[src/shared/tsc_map.svh]
// Register offsets, field positions, reset values and timing constants of the touch cycle control
`ifndef TSC_MAP_SVH
`define TSC_MAP_SVH

// ==========================================================================
// Register offsets
`define TSC_ADDR_ACTIVE_ENABLE  8'h21
`define TSC_ADDR_SAMPLING_SETUP 8'h24
`define TSC_ADDR_CAL_REQUEST    8'h26
`define TSC_ADDR_TOUCH_IRQ_EN   8'h27

// ==========================================================================
// Reset values
`define TSC_RST_ACTIVE_ENABLE   8'hFF
`define TSC_RST_SAMPLING_SETUP  7'h39
`define TSC_RST_CAL_REQUEST     8'h00
`define TSC_RST_TOUCH_IRQ_EN    8'hFF

// ==========================================================================
// Field positions inside sampling_setup
`define TSC_COUNT_SEL_MSB       6
`define TSC_COUNT_SEL_LSB       4
`define TSC_DURATION_SEL_MSB    3
`define TSC_DURATION_SEL_LSB    2
`define TSC_PERIOD_SEL_MSB      1
`define TSC_PERIOD_SEL_LSB      0

// ==========================================================================
// Timing: shortest sample and shortest cycle period, clock period
`define TSC_CLK_PERIOD_NS       25
`define TSC_SAMPLE_UNIT_NS      320000
`define TSC_CYCLE_UNIT_NS       35000000

// ==========================================================================
// Calibration value limits
`define TSC_CAL_VALUE_MAX       10'h3FF
`define TSC_CAL_VALUE_MIN       10'h000

`endif

[src/shared/tsc_pkg.sv]
// Types shared by the touch cycle control modules
package tsc_pkg;

  typedef enum logic [2:0] {
    TSC_ST_CYCLE_START,
    TSC_ST_CAL_CHECK,
    TSC_ST_CAL_WAIT,
    TSC_ST_SELECT,
    TSC_ST_SAMPLE,
    TSC_ST_UPDATE,
    TSC_ST_IDLE
  } tsc_state_e;

  typedef struct packed {
    tsc_state_e  state;
    logic [7:0]  active_enable;
    logic [6:0]  sampling_setup;
    logic [7:0]  cal_request;
    logic [7:0]  touch_irq_enable;
    logic [7:0]  cal_tried;
    logic        cal_ran;
    logic        fail_flag;
    logic        fresh;
    logic [2:0]  cur_count_sel;
    logic [1:0]  cur_duration_sel;
    logic [1:0]  cur_period_sel;
    logic [2:0]  channel;
    logic [7:0]  visited;
    logic [7:0]  sample_index;
    logic [22:0] accum;
    logic [7:0]  reg_rdata;
    logic        sample_start;
    logic        result_valid;
    logic [15:0] result;
    logic        cal_start;
    logic [2:0]  cal_input;
    logic        low_power;
    logic        alert_n;
  } tsc_ctrl_s;

  typedef struct packed {
    logic [23:0] count;
    logic        expired;
  } tsc_timer_s;

  typedef struct packed {
    logic [7:0][9:0] cells;
    logic [9:0]      rdata;
  } tsc_store_s;

endpackage : tsc_pkg

[src/hw/tsc_cycle_control.sv]
// Touch sensing cycle scheduler, calibration sequencer and touch interrupt gating
//
// Behaviour
// - Sample count per channel 1..128, default eight
// - Samples back to back, then average, update
// - Sample duration 320us..2.56ms, default 1.28ms
// - Cycle period 35..140ms, default 70ms
// - Sample enabled channels, then low power
// - Long sampling stretches cycle, count has priority
// - Host writing one requests input calibration
// - Finished calibration updates stored 10-bit value
// - Successful calibration clears its request bit
// - Uncleared request after calibration sets failure flag
// - Noise or limit value means calibration failed
// - Newly enabled input requests calibration automatically
// - Host writing zero drops pending calibration
// - Enabled touches drive active-low interrupt, default all
// - Bit 7 is input eight, bit 0 one
// - Active enable bit includes input in cycle
// - Failure flag raises interrupt only when enabled
`timescale 1ns/10ps
`include "tsc_map.svh"

module tsc_cycle_control
  import tsc_pkg::*;
#(
  parameter int P_SAMPLE_UNIT_CYCLES = `TSC_SAMPLE_UNIT_NS / `TSC_CLK_PERIOD_NS,
  parameter int P_CYCLE_UNIT_CYCLES  = `TSC_CYCLE_UNIT_NS / `TSC_CLK_PERIOD_NS
)
(
  input  wire logic        i_mclk,
  input  wire logic        i_reset,
  input  wire logic        i_reg_wr,
  input  wire logic        i_reg_rd,
  input  wire logic [7:0]  i_reg_addr,
  input  wire logic [7:0]  i_reg_wdata,
  output logic      [7:0]  o_reg_rdata,
  input  wire logic        i_wake,
  input  wire logic [15:0] i_sample_count,
  output logic             o_sample_start,
  output logic      [2:0]  o_sample_input,
  output logic             o_result_valid,
  output logic      [2:0]  o_result_input,
  output logic      [15:0] o_measured_result,
  output logic             o_low_power,
  output logic             o_cal_start,
  output logic      [2:0]  o_cal_input,
  input  wire logic        i_cal_done,
  input  wire logic [9:0]  i_cal_value,
  input  wire logic [7:0]  i_noise_flag,
  input  wire logic [2:0]  i_cal_read_input,
  output logic      [9:0]  o_stored_calibration_value,
  output logic             o_analog_calibration_failure_flag,
  input  wire logic        i_cal_fail_clear,
  input  wire logic        i_cal_fail_irq_enable,
  input  wire logic [7:0]  i_touch_status,
  output logic             o_alert_n
);

  tsc_ctrl_s   s;
  tsc_ctrl_s   next_s;

  logic        sample_load;
  logic [23:0] sample_load_value;
  logic        sample_expired;
  logic        cycle_load;
  logic [23:0] cycle_load_value;
  logic        cycle_expired;
  logic        store_we;
  logic [7:0]  cal_pending;
  logic [7:0]  channel_pending;
  logic [7:0]  dev_set;
  logic [7:0]  dev_clear;
  logic [7:0]  dev_tried;
  logic [7:0]  host_cal;
  logic        host_cal_wr;
  logic        cal_ok;
  logic [7:0]  last_sample;

  // ==========================================================================
  // Helpers

  // Lowest set bit gives input one first when several are pending
  function automatic logic [2:0] tsc_first_set(input logic [7:0] mask);
    logic [2:0] idx;
    idx = 3'h0;
    for (int i = 7; i >= 0; i--) begin
      if (mask[i]) begin
        idx = 3'(i);
      end
    end
    return idx;
  endfunction : tsc_first_set

  function automatic logic [7:0] tsc_read(input tsc_ctrl_s r, input logic [7:0] addr);
    logic [7:0] data;
    data = 8'h00;
    unique case (addr)
      `TSC_ADDR_ACTIVE_ENABLE:  data = r.active_enable;
      `TSC_ADDR_SAMPLING_SETUP: data = {1'b0, r.sampling_setup};
      `TSC_ADDR_CAL_REQUEST:    data = r.cal_request;
      `TSC_ADDR_TOUCH_IRQ_EN:   data = r.touch_irq_enable;
      default:                  data = 8'h00;
    endcase
    return data;
  endfunction : tsc_read

  // ==========================================================================
  // Timers and calibration store

  tsc_interval_timer u_sample_timer (
    .i_mclk       (i_mclk),
    .i_reset      (i_reset),
    .i_load       (sample_load),
    .i_load_value (sample_load_value),
    .o_expired    (sample_expired)
  );

  tsc_interval_timer u_cycle_timer (
    .i_mclk       (i_mclk),
    .i_reset      (i_reset),
    .i_load       (cycle_load),
    .i_load_value (cycle_load_value),
    .o_expired    (cycle_expired)
  );

  tsc_cal_store u_cal_store (
    .i_mclk  (i_mclk),
    .i_reset (i_reset),
    .i_we    (store_we),
    .i_waddr (s.cal_input),
    .i_wdata (i_cal_value),
    .i_raddr (i_cal_read_input),
    .o_rdata (o_stored_calibration_value)
  );

  // Each sample lasts 320us doubled per code step; one less for the re-arm cycle
  assign sample_load_value = (24'(P_SAMPLE_UNIT_CYCLES) << s.cur_duration_sel)
                             - 24'h000001;
  // Period is 35ms times code plus one; the registered expiry and the
  // start state cost two cycles, so they come off the load value
  assign cycle_load_value  = 24'(P_CYCLE_UNIT_CYCLES *
                                 (int'(s.sampling_setup[`TSC_PERIOD_SEL_MSB:
                                                        `TSC_PERIOD_SEL_LSB]) + 1) - 2);
  assign last_sample       = 8'((9'h001 << s.cur_count_sel) - 9'h001);
  assign cal_pending       = s.cal_request & ~s.cal_tried;
  assign channel_pending   = s.active_enable & ~s.visited;
  assign host_cal_wr       = i_reg_wr && (i_reg_addr == `TSC_ADDR_CAL_REQUEST);
  assign host_cal          = host_cal_wr ? i_reg_wdata : 8'h00;
  assign cal_ok            = !i_noise_flag[s.cal_input] &&
                             (i_cal_value != `TSC_CAL_VALUE_MAX) &&
                             (i_cal_value != `TSC_CAL_VALUE_MIN);

  // ==========================================================================
  // Next-state logic

  always_comb begin
    next_s       = s;
    sample_load  = 1'b0;
    cycle_load   = 1'b0;
    store_we     = 1'b0;
    dev_set      = 8'h00;
    dev_clear    = 8'h00;
    dev_tried    = 8'h00;
    next_s.sample_start = 1'b0;
    next_s.cal_start    = 1'b0;
    next_s.result_valid = 1'b0;
    next_s.fresh        = 1'b0;

    // Register port
    if (i_reg_rd) begin
      next_s.reg_rdata = tsc_read(s, i_reg_addr);
    end
    if (i_reg_wr) begin
      unique case (i_reg_addr)
        `TSC_ADDR_ACTIVE_ENABLE: begin
          next_s.active_enable = i_reg_wdata;
          dev_set = i_reg_wdata & ~s.active_enable;
        end
        `TSC_ADDR_SAMPLING_SETUP: next_s.sampling_setup = i_reg_wdata[6:0];
        `TSC_ADDR_TOUCH_IRQ_EN:   next_s.touch_irq_enable = i_reg_wdata;
        default: ;
      endcase
    end
    // Power-on and wake request calibration of every active input anew
    if (s.fresh || i_wake) begin
      dev_set = dev_set | s.active_enable;
    end

    unique case (s.state)
      TSC_ST_CYCLE_START: begin
        // Timing fields are latched only here so a cycle never changes shape midway
        next_s.cur_count_sel    = s.sampling_setup[`TSC_COUNT_SEL_MSB:`TSC_COUNT_SEL_LSB];
        next_s.cur_duration_sel = s.sampling_setup[`TSC_DURATION_SEL_MSB:
                                                   `TSC_DURATION_SEL_LSB];
        next_s.cur_period_sel   = s.sampling_setup[`TSC_PERIOD_SEL_MSB:`TSC_PERIOD_SEL_LSB];
        cycle_load     = 1'b1;
        next_s.visited = 8'h00;
        next_s.state   = TSC_ST_CAL_CHECK;
      end

      TSC_ST_CAL_CHECK: begin
        if (cal_pending != 8'h00) begin
          next_s.cal_input = tsc_first_set(cal_pending);
          next_s.cal_start = 1'b1;
          next_s.state     = TSC_ST_CAL_WAIT;
        end else begin
          if (s.cal_ran && ((s.cal_request & s.cal_tried) != 8'h00)) begin
            next_s.fail_flag = 1'b1;
          end
          next_s.cal_ran = 1'b0;
          next_s.state   = TSC_ST_SELECT;
        end
      end

      TSC_ST_CAL_WAIT: begin
        if (i_cal_done) begin
          store_we = 1'b1;
          dev_tried[s.cal_input] = 1'b1;
          if (cal_ok) begin
            dev_clear[s.cal_input] = 1'b1;
          end
          next_s.cal_ran = 1'b1;
          next_s.state   = TSC_ST_CAL_CHECK;
        end
      end

      TSC_ST_SELECT: begin
        if (channel_pending == 8'h00) begin
          // Sampling ran past the period: start the next cycle at once
          next_s.state = cycle_expired ? TSC_ST_CYCLE_START : TSC_ST_IDLE;
        end else begin
          next_s.channel      = tsc_first_set(channel_pending);
          next_s.accum        = 23'h000000;
          next_s.sample_index = 8'h00;
          next_s.sample_start = 1'b1;
          sample_load         = 1'b1;
          next_s.state        = TSC_ST_SAMPLE;
        end
      end

      TSC_ST_SAMPLE: begin
        if (sample_expired) begin
          next_s.accum = s.accum + 23'(i_sample_count);
          if (s.sample_index == last_sample) begin
            next_s.state = TSC_ST_UPDATE;
          end else begin
            // Next sample stays on the same channel
            next_s.sample_index = s.sample_index + 8'h01;
            next_s.sample_start = 1'b1;
            sample_load         = 1'b1;
          end
        end
      end

      TSC_ST_UPDATE: begin
        next_s.result       = 16'(s.accum >> s.cur_count_sel);
        next_s.result_valid = 1'b1;
        next_s.visited[s.channel] = 1'b1;
        next_s.state        = TSC_ST_SELECT;
      end

      TSC_ST_IDLE: begin
        if (cycle_expired) begin
          next_s.state = TSC_ST_CYCLE_START;
        end
      end
    endcase

    next_s.low_power = (next_s.state == TSC_ST_IDLE);

    // Host value wins over a same-cycle device clear; device sets win over all
    next_s.cal_request = (host_cal_wr ? i_reg_wdata : (s.cal_request & ~dev_clear))
                         | dev_set;
    // A fresh request, from host or device, makes the input eligible again
    next_s.cal_tried   = (s.cal_tried | dev_tried) & ~host_cal & ~dev_set;

    if (i_cal_fail_clear && !(s.state == TSC_ST_CAL_CHECK && next_s.fail_flag)) begin
      next_s.fail_flag = 1'b0;
    end

    next_s.alert_n = !(((i_touch_status & s.touch_irq_enable) != 8'h00) ||
                       (s.fail_flag && i_cal_fail_irq_enable));

    if (i_reset) begin
      next_s                  = '0;
      next_s.state            = TSC_ST_CYCLE_START;
      next_s.active_enable    = `TSC_RST_ACTIVE_ENABLE;
      next_s.sampling_setup   = `TSC_RST_SAMPLING_SETUP;
      next_s.cal_request      = `TSC_RST_CAL_REQUEST;
      next_s.touch_irq_enable = `TSC_RST_TOUCH_IRQ_EN;
      next_s.fresh            = 1'b1;
      next_s.alert_n          = 1'b1;
    end
  end

  always_ff @(posedge i_mclk) begin
    s <= next_s;
  end

  // ==========================================================================
  // Outputs

  assign o_reg_rdata                       = s.reg_rdata;
  assign o_sample_start                    = s.sample_start;
  assign o_sample_input                    = s.channel;
  assign o_result_valid                    = s.result_valid;
  assign o_result_input                    = s.channel;
  assign o_measured_result                 = s.result;
  assign o_low_power                       = s.low_power;
  assign o_cal_start                       = s.cal_start;
  assign o_cal_input                       = s.cal_input;
  assign o_analog_calibration_failure_flag = s.fail_flag;
  assign o_alert_n                         = s.alert_n;

endmodule : tsc_cycle_control

[src/hw/tsc_interval_timer.sv]
// Down-counting interval timer with a registered expiry flag
`timescale 1ns/10ps

module tsc_interval_timer
  import tsc_pkg::*;
(
  input  wire logic        i_mclk,
  input  wire logic        i_reset,
  input  wire logic        i_load,
  input  wire logic [23:0] i_load_value,
  output logic             o_expired
);

  tsc_timer_s s;
  tsc_timer_s next_s;

  // Expiry rises i_load_value cycles after the load edge and then holds
  always_comb begin
    next_s = s;
    if (i_reset) begin
      next_s.count   = 24'h000000;
      next_s.expired = 1'b0;
    end else if (i_load) begin
      next_s.count   = i_load_value;
      next_s.expired = 1'b0;
    end else if (s.count != 24'h000000) begin
      next_s.count   = s.count - 24'h000001;
      next_s.expired = (s.count == 24'h000001);
    end
  end

  always_ff @(posedge i_mclk) begin
    s <= next_s;
  end

  assign o_expired = s.expired;

endmodule : tsc_interval_timer

[src/hw/tsc_cal_store.sv]
// Eight stored 10-bit calibration values with a registered read port
`timescale 1ns/10ps

module tsc_cal_store
  import tsc_pkg::*;
(
  input  wire logic       i_mclk,
  input  wire logic       i_reset,
  input  wire logic       i_we,
  input  wire logic [2:0] i_waddr,
  input  wire logic [9:0] i_wdata,
  input  wire logic [2:0] i_raddr,
  output logic      [9:0] o_rdata
);

  tsc_store_s s;
  tsc_store_s next_s;

  always_comb begin
    next_s = s;
    if (i_reset) begin
      next_s = '0;
    end else begin
      if (i_we) begin
        next_s.cells[i_waddr] = i_wdata;
      end
      // Read shows the old value in the write cycle, the new one a cycle later
      next_s.rdata = s.cells[i_raddr];
    end
  end

  always_ff @(posedge i_mclk) begin
    s <= next_s;
  end

  assign o_rdata = s.rdata;

endmodule : tsc_cal_store

[config.mk]
export PLATFORM = sky130hd
export DESIGN_NAME = tsc_cycle_control
export DESIGN_NICKNAME = d
export VERILOG_FILES = /design/src/shared/tsc_pkg.sv /design/src/hw/tsc_cycle_control.sv /design/src/hw/tsc_interval_timer.sv /design/src/hw/tsc_cal_store.sv
export VERILOG_INCLUDE_DIRS = /design/src /design/src/shared
export SDC_FILE = /design/constraint.sdc
export NUM_CORES = 1
export LEC_CHECK = 0
export BUFFER_PORTS_ARGS = -buffer_cell sky130_fd_sc_hd__buf_2
export CORE_MARGIN = 2
export CORE_UTILIZATION = 60
export DETAILED_ROUTE_END_ITERATION = 16
export PLACE_DENSITY_LB_ADDON = 0.15
export SYNTH_ARGS = -nofsm -noshare
export SYNTH_HDL_FRONTEND = slang
export SYNTH_SLANG_ARGS = --single-unit
[constraint.sdc]
create_clock -name i_mclk -period 5.05 [get_ports i_mclk]
set_clock_uncertainty 0.1 [all_clocks]
set_input_delay 0 -clock i_mclk [delete_from_list [all_inputs] [get_ports i_mclk]]
set_output_delay 0 -clock i_mclk [all_outputs]
set_load 0.05 [all_outputs]
## Yosys cells after proc, flatten, opt, wreduce, memory -nomap -nowiden

Cells that the tools add are included.

- Register bits after elaboration: 266
- Bits of input ports: 69
- Output and inout port bits: 49
- Logic and storage cells: 208

- $add $sub $neg: 8
- $mul: 1
- Magnitude comparators: 5
- Eq/ne operators: 20
- Shifts and indexed selects: 3
- Muxes and demuxes: 75
- Bitwise logic cells: 20
- Reductions and logical operators: 39

Operator list:

| operator | count |
|---|---|
| $mux W25 | 4 |
| $mux W8 | 12 |
| $mux W82 | 1 |
| $bwmux W80 | 1 |
| $mux W3 | 24 |
| $sub A24 B1 Y24 const B | 3 |
| $and A8 B8 Y8 | 8 |
| $mux W31 | 2 |
| $pmux W31 S2 | 1 |
| $eq A24 B1 Y1 const B | 2 |
| $not A8 Y8 | 6 |
| $reduce_bool A24 Y1 | 2 |
| $eq A8 B6 Y1 const B | 4 |
| $or A8 B8 Y8 | 4 |
| $pmux W8 S4 | 1 |
| $bmux W10 S3 | 1 |
| $demux W10 S3 | 1 |
| $reduce_bool A8 Y1 | 3 |
| $shl A14 B2 Y24 const A | 1 |
| $sub A24 B2 Y24 const B | 1 |
| $add A23 B16 Y23 | 1 |
| $shr A23 B3 Y16 | 1 |
| $pmux W3 S7 | 1 |
| $mux W10 | 2 |
| 35 further kinds | 84 |

## Logic depth before layout (Yosys ltp)

Gate-level depths: netlist of run 1.

- Depth after elaboration: 13
- Gate-level depth with buffers: 15
- Mapped depth without buffers: 10

## By module

From an unflattened synthesis of run 1, not the netlist that was laid out.

- Cells, all modules: 1674
- Area, all modules: 14238.7 um^2

By module, submodules not included:

| module | instances | cells an instance | area an instance (um^2) | sequential area each (um^2) |
|---|---|---|---|---|
| tsc_cycle_control | 1 | 926 | 7616.1 | 2482.4 |
| tsc_cal_store | 1 | 436 | 3875.0 | 1801.7 |
| tsc_interval_timer | 2 | 156 | 1373.8 | 500.5 |

## Worst setup path before layout of run 1

No wires, ideal clock.

- Kind: reg-to-reg
- Start: reg s[79] (netlist bit)
- End: reg u_sample_timer.s, in the netlist u_sample_timer.o_expired
- Setup time: 0.088 ns
- Arrival time: 4.103 ns
- Data required time: 4.862 ns
- Slack: 0.759 ns
- Stages on the path, launching flop included: 16
- Buffers on the path: 5
- Clock period less this slack: 4.291 ns
- Path through: dfxtp_1 > buf_1 > clkbuf_1 > clkbuf_1 > nor3_1 > inv_1 > ha_1 > or3b_2 > and4_4 > or4_4 > o31ai_4 > and2_1 > buf_4 > nand2b_2 > buf_6 > nor4_4

- Word-level cells in the longest chain between the ends: 7

RTL lines:

| item | RTL line | text |
|---|---|---|
| from (decl) | tsc_cycle_control.sv:60 | `tsc_ctrl_s s;` |
| from (signal assigned) | tsc_cycle_control.sv:298 | `s <= next_s;` |
| $shl A1 B3 Y8 | tsc_cycle_control.sv:145 | `assign last_sample = 8'((9'h001 << s.cur_count_sel) - 9'h001);` |
| $sub A8 B1 Y8 | tsc_cycle_control.sv:145 |  |
| $eq A8 B8 Y1 | tsc_cycle_control.sv:245 | `if (s.sample_index == last_sample) begin` |
| $mux W1 | tsc_cycle_control.sv:245 |  |
| $mux W1 | tsc_cycle_control.sv:243 | `if (sample_expired) begin` |
| $pmux W1 S2 | tsc_cycle_control.sv:190 | `unique case (s.state)` |
| $reduce_or A2 Y1 (no source line) | - |  |
| to (signal assigned) | tsc_interval_timer.sv:33 | `s <= next_s;` |
| to (decl) | tsc_interval_timer.sv:14 | `tsc_timer_s s;` |

Every way passes these cells.
A chain may end at the register's enable or synchronous reset.

## Final worst setup path of run 1

- Start: reg s[80] (netlist bit)
- End: reg u_sample_timer.s, in the netlist u_sample_timer.o_expired

The elaborated chain is that of the path after synthesis.

==> run metrics, run 1 <==
root buf cell clkbuf_16; violation count after the first detailed-routing iteration 956; net count after synthesis 1,668; Layout Area Growth over Synthesis 12.6%; cell area after layout 15,400 sq um; final count of negative-setup-slack endpoints 0; IR drop worst, VDD 210 uV; slew at the pin closest to its max-slew limit 1.20 ns; global placement routability congestion 0.869; placeable core region 22,500 sq um; ratio of cells with drive above 1 in the final layout 13.1%; area enclosed by the die boundary 24,000 sq um; Cell variety after synth 71; part of the total power dissipated in the clock network 38.5%; total power draw 5.13 mW; Async SR Flop Fraction 0%; maximum clock insertion buffer count 3; Syn Area/Cell 8.73 sq um; Arr. time, crit path 4.20 ns; type of the tightest min-delay check input port to flop; area share of the leading cell type in the synthesized netlist 38.7%; fraction of power consumed by sequential logic 44.5%; Via-to-Cell Ratio 5.86; run status finished, final reports clean; cell count of the worst reg-to-reg path 11; I/O pins 118; count of cells along the worst hold path 6; Post CTS Setup Buffer Count 0; Die Y 155 um; number of buffers created by CTS 27; number of port buffers 117; instance area at placement 14,000 sq um; global-route total usage across every layer 27.5%; startpoint of the worst register-to-register path s[80]; WP data required 5.41 ns; Internal Dissipation 3.71 mW; source-to-sink clock delay at the later pin of the worst-skew pair 0.55 ns; number of flops mapped to enable cells by yosys 0; synthesized instance count 1,563; logic gate share of total power 17.0%; sequential area share after synthesis 38.7%; final hold violation count 0; flop-to-flop setup slack 1.21 ns; via total after detailed routing 11,343; commonest cells in the synthesized netlist dfxtp_1, nor2_1, nand2_1, a21oi_1, mux2i_1; number of global-route vias before repair 10,980; top post-synthesis cells by area dfxtp_1, mux2i_1, nor2_1, a21oi_1, nand2_1; crit path time final 3.84 ns; final clock period utilization by the worst path 76.0%; net total in the final layout 1,736; aggregate negative setup slack 0 ns; Detailed Place HPWL 22,200 um; leading register cell type out of synthesis dfxtp_1; Max transition margin 18.5%; worst hold start i_reg_addr[1]; worst setup margin 1.21 ns; max-slew violation count 0; detailed-route wire length 33,000 um; clock tree sinks 264; startpoint kind of the worst setup timing path flop; Hold Worst Slack 0.0367 ns; global-route wire length before repair 55,000 um; clock transition time at the flip-flop clock pins of the worst setup and hold paths 0.06 ns; WS Path Type flop to flop; leftover overflow at the end of global routing 0; per-cell routed wire length 17.1 um; largest net degree at the start of global routing 165; kind of end point of the critical path flop; maxcap violations 0; CP Max Fanout 18; Worst R2R End u_sample_timer.o_expired; Endpoint, Worst Hold s[113]; CTS H-Tree Depth 1; CTS tree built; Pwr Density 334 nW/um^2; starting density of the core 60.7%; Leakage Power 6.21 nW; setup repair after global routing missed its margin no; Layout Cells excl Fill 1,937; placed cells 1,837; Rows 55; antenna violations before repair 0; combined area of all synthesized cells 13,600 sq um; 1st-pass router iterations 6; net switching power 1.42 mW; Sw Share 27.7%; final standard cell utilization of the core 68.3%; Max Clk Rate 260 MHz; die boundary width 155 um; leading cell type by number of instances after synthesis dfxtp_1; diodes inserted 0; remaining antenna violation count after routing 0; Setup WS pre-CTS 1.26 ns; count of warnings emitted by yosys 0; number of flip-flops and latches in the synthesized netlist 264; DRC violation count after routing 0; dominant cell type by area after synthesis dfxtp_1
==> power by group through the flow <==
stage,Combinational (mW),Clock (mW),Sequential (mW)
detailed placement,0.836,0,2.33
floorplan,0.690,0,2.30
CTS,0.870,2.00,2.28
global placement,0.823,0,2.32
global route,0.980,2.09,2.30
finish,0.874,1.97,2.28
==> repair_timing <==
action / CTS / global route
hold endpoints to repair: 188 / 0
gates resized for setup: 0 / 0
hold buffers: 50 / 0
==> area by class of cell <==
class / instances / area (sq um)
clock buffers: 45 / 813
clock inverters: 5 / 65.1
fillers: 1805 / 7140
inverters: 25 / 93.8
multi-input cells: 1135 / 7560
flip-flops and latches: 264 / 5290
well taps: 285 / 357
repair buffers: 178 / 1190
==> cell usage in the layout (no fill, tap or decap), types with 6 or more instances in the layout <==
cell	synthesis	routed
a211o_1	11	11
a211oi_1	31	31
a21o_1	9	9
a21oi_1	136	136
a221o_1	7	7
a22oi_1	17	17
a31oi_1	16	16
and2_1	15	15
and3_1	7	7
buf_2	3	116
buf_4	45	10
clkbuf_1	81	11
clkbuf_16	0	27
clkbuf_8	0	7
dfxtp_1	264	264
dlygate4sd3_1	0	50
ha_1	35	35
inv_1	25	25
mux2i_1	120	120
mux4_2	26	26
nand2_1	172	172
nand2b_1	18	18
nand3_1	23	23
nand3b_1	15	15
nand4_1	7	7
nor2_1	198	198
nor2b_1	35	35
nor3_1	27	27
nor3b_1	11	10
nor4_1	16	16
o211ai_1	10	10
o21ai_0	24	24
or3_1	12	12
or4_1	6	6
xnor2_1	34	34
xor2_1	28	28
==> state kept, by name, indices dropped and copies added, names as in the netlist, 3 cells and up <==
| signal | flops |
|---|---|
| s | 88 |
| u_cal_store.s | 80 |
| u_cycle_timer.s | 24 |
| u_sample_timer.s | 24 |
| o_measured_result | 16 |
| u_cal_store.o_rdata | 10 |
| o_reg_rdata | 8 |
| o_cal_input | 3 |
| o_result_input | 3 |
==> kinds of logic after synthesis <==
family          Yosys count  synth area share, %
fa+ha+maj                36                 3.36
xor+xnor                 62                 3.98
compound gates          301                 14.2
simple gates            585                 20.4
mux                     151                 13.5
buf+inv                 164                 5.89
flops                   264                 38.7
==> metal layers <==
metal | up-vias | track usage (%) | routed length [um]
li1 | 5604 | - | -
met1 | 5373 | 38.0 | 15200
met2 | 306 | 46.5 | 15600
met3 | 60 | 3.31 | 1620
met4 | 0 | 6.39 | 602
met5 | - | 0 | 0
==> worst max-delay path, stage by stage, from the launching register on <==
cell      delay (ns)
dfxtp_1         0.46
nor3_1          0.32
inv_1           0.07
ha_1            0.27
or4b_4          0.51
and4_4          0.20
or4_4           0.50
o31ai_4         0.30
and2_1          0.30
buf_4           0.27
nand2b_2        0.18
nor4_4          0.28
==> worst max path at each step <==
stage | start | end | slack, ns | depth (start not counted)
2_1_floorplan | s[79] | u_sample_timer.o_expired | 0.76 | 15
3_3_place_gp | s[80] | u_sample_timer.o_expired | 1.29 | 11
3_5_place_dp | s[80] | u_sample_timer.o_expired | 1.26 | 11
4_1_cts | s[80] | u_sample_timer.o_expired | 1.23 | 11
5_1_grt | s[80] | u_sample_timer.o_expired | 0.98 | 11
6_report | s[80] | u_sample_timer.o_expired | 1.21 | 11
(Power assumes the default switching activity.)
==> run 2, diff against run 1 <==
- clock period: 5.05 -> 3.95 ns (I/O delays scaled with it)
==> run metrics, run 2 (synthesis gave the netlist of run 1 again) <==
run status finished, final reports clean; detailed-route wire length 33,000 um; WP data required 4.30 ns; CP bufs+invs 1; number of global-route vias before repair 10,900; Worst R2R End u_sample_timer.o_expired; clock tree sinks 264; max-slew violation count 0; gate family responsible for the most delay along the worst path simple AND/OR/NAND/NOR gates; Max Clk Rate 273 MHz; WS Path Type flop to flop; crit path time final 3.66 ns; Setup WS pre-CTS 0.315 ns; commonest non-fill, non-tap cell in the layout dfxtp_1; startpoint kind of the worst setup timing path flop; Die Y 155 um; GR Layer Usage met2 46.2%; Top reg by flops s; startpoint of the worst register-to-register path s[79]; Most Used Layer, Global Route met2; type of the tightest min-delay check input port to flop; Pwr Density 418 nW/um^2; fraction of met1 tracks used by global routing 38.0%; starting density of the core 60.7%; count of cells along the worst hold path 6; I/O pins 118; global placement routability congestion 0.851; kind of end point of the critical path flop; number of buffers created by CTS 27; clock transition time at the flip-flop clock pins of the worst setup and hold paths 0.06 ns; remaining antenna violation count after routing 0; met3 track utilization from global routing 3.42%; number of flip-flops under the largest register name 88; Leakage Power 6.19 nW; worst setup margin 0.290 ns; crit path cell chain nor3_1 -> inv_1 -> ha_1 -> or4b_4 -> and4_4 -> or4_4 -> o31ai_4 -> and2_1 -> nand2b_2 -> nor4_4; Endpoint, Worst Hold s[112]; IR drop worst, VDD 300 uV; Max transition margin 14.4%; maximum clock insertion buffer count 3; source-to-sink clock delay at the later pin of the worst-skew pair 0.54 ns; Layout Cells excl Fill 1,934; Slowest cell on crit path or4b_4; aggregate negative setup slack 0 ns; final count of negative-setup-slack endpoints 0; 1st-pass router iterations 5; critical path startpoint s[79]; global-route total usage across every layer 27.5%; leftover overflow at the end of global routing 0; worst hold start i_reg_addr[1]; commonest cells after routing, fill and taps aside dfxtp_1, nor2_1, nand2_1; ratio of cells with drive above 1 in the final layout 13.3%; cell count of the worst reg-to-reg path 10; per-cell routed wire length 17.0 um; net total in the final layout 1,739; CP Max Fanout 11; global-route wire length before repair 54,700 um; CTS tree built; CTS H-Tree Depth 1; DRC violation count after routing 0; Arr. time, crit path 4.01 ns; registers with the most flip-flops s x88, u_cal_store.s x80; diodes inserted 0; Detailed Place HPWL 22,400 um; slew at the pin closest to its max-slew limit 1.26 ns; antenna violations before repair 0; flop-to-flop setup slack 0.29 ns; Rows 55; die boundary width 155 um; Layout Area Growth over Synthesis 12.1%; largest net degree at the start of global routing 168; final clock period utilization by the worst path 92.7%; number of port buffers 117; placeable core region 22,500 sq um; final hold violation count 0; Via-to-Cell Ratio 5.94; maxcap violations 0; placed cells 1,841; Slowest Stage Delay on Critical Path 0.51 ns; setup repair after global routing missed its margin no; violation count after the first detailed-routing iteration 902; area enclosed by the die boundary 24,000 sq um; root buf cell clkbuf_16; Post CTS Setup Buffer Count 0; via total after detailed routing 11,491
## run 2: per-layer routing
| layer | part of all wire, % | up-vias |
|---|---|---|
| met5 | 0 | - |
| met4 | 1.9 | 0 |
| met3 | 5.4 | 46 |
| met2 | 47 | 345 |
| met1 | 46 | 5485 |
| li1 | - | 5615 |
## run 2: tightest hold or removal path, delay by kind of cell
kind | cells | cell delay [ns]
simple gates | 4 | 0.37
buf+inv | 2 | 0.26
## run 2: layout make-up
| cell class | count | area (sq um) |
|---|---|---|
| well taps | 285 | 357 |
| clock buffers | 38 | 757 |
| repair buffers | 181 | 1210 |
| clock inverters | 6 | 37.5 |
| flip-flops and latches | 264 | 5290 |
| inverters | 25 | 93.8 |
| multi-input cells | 1135 | 7560 |
| fillers | 1854 | 7200 |
## run 2: how the worst max path moves through the flow
stage                                           to  slack [ns]  cells past startpoint
after global routing      u_sample_timer.o_expired       0.009                     10
after detailed placement  u_sample_timer.o_expired        0.31                     10
after floorplan           u_sample_timer.o_expired        0.12                     15
after global placement    u_sample_timer.o_expired        0.44                     10
after CTS                 u_sample_timer.o_expired        0.30                     10
final                     u_sample_timer.o_expired        0.29                     10
## run 2: power by group
| part | switching, mW | internal, mW |
|---|---|---|
| registers | 0.133 | 2.79 |
| logic | 0.644 | 0.499 |
| clock network | 1.01 | 1.32 |
## run 2: through the flow
stage | power [mW] | hold WS (ns) | util [%] | cell area (sq um)
2_1_floorplan | 3.82 | -0.0723 | - | 13700
3_3_place_gp | 4.04 | 0.119 | 62.3 | 14000
3_5_place_dp | 4.07 | 0.120 | 62.3 | 14000
4_1_cts | 6.43 | 0.0112 | 68.0 | 15300
5_1_grt | 6.70 | 0.0710 | 68.0 | 15300
6_report | 6.39 | 0.0310 | 68.0 | 15300
## run 2: repair_timing
action / in CTS / in global routing
gates resized for setup: 0 / 0
hold endpoints to repair: 191 / 0
hold buffers: 49 / 0
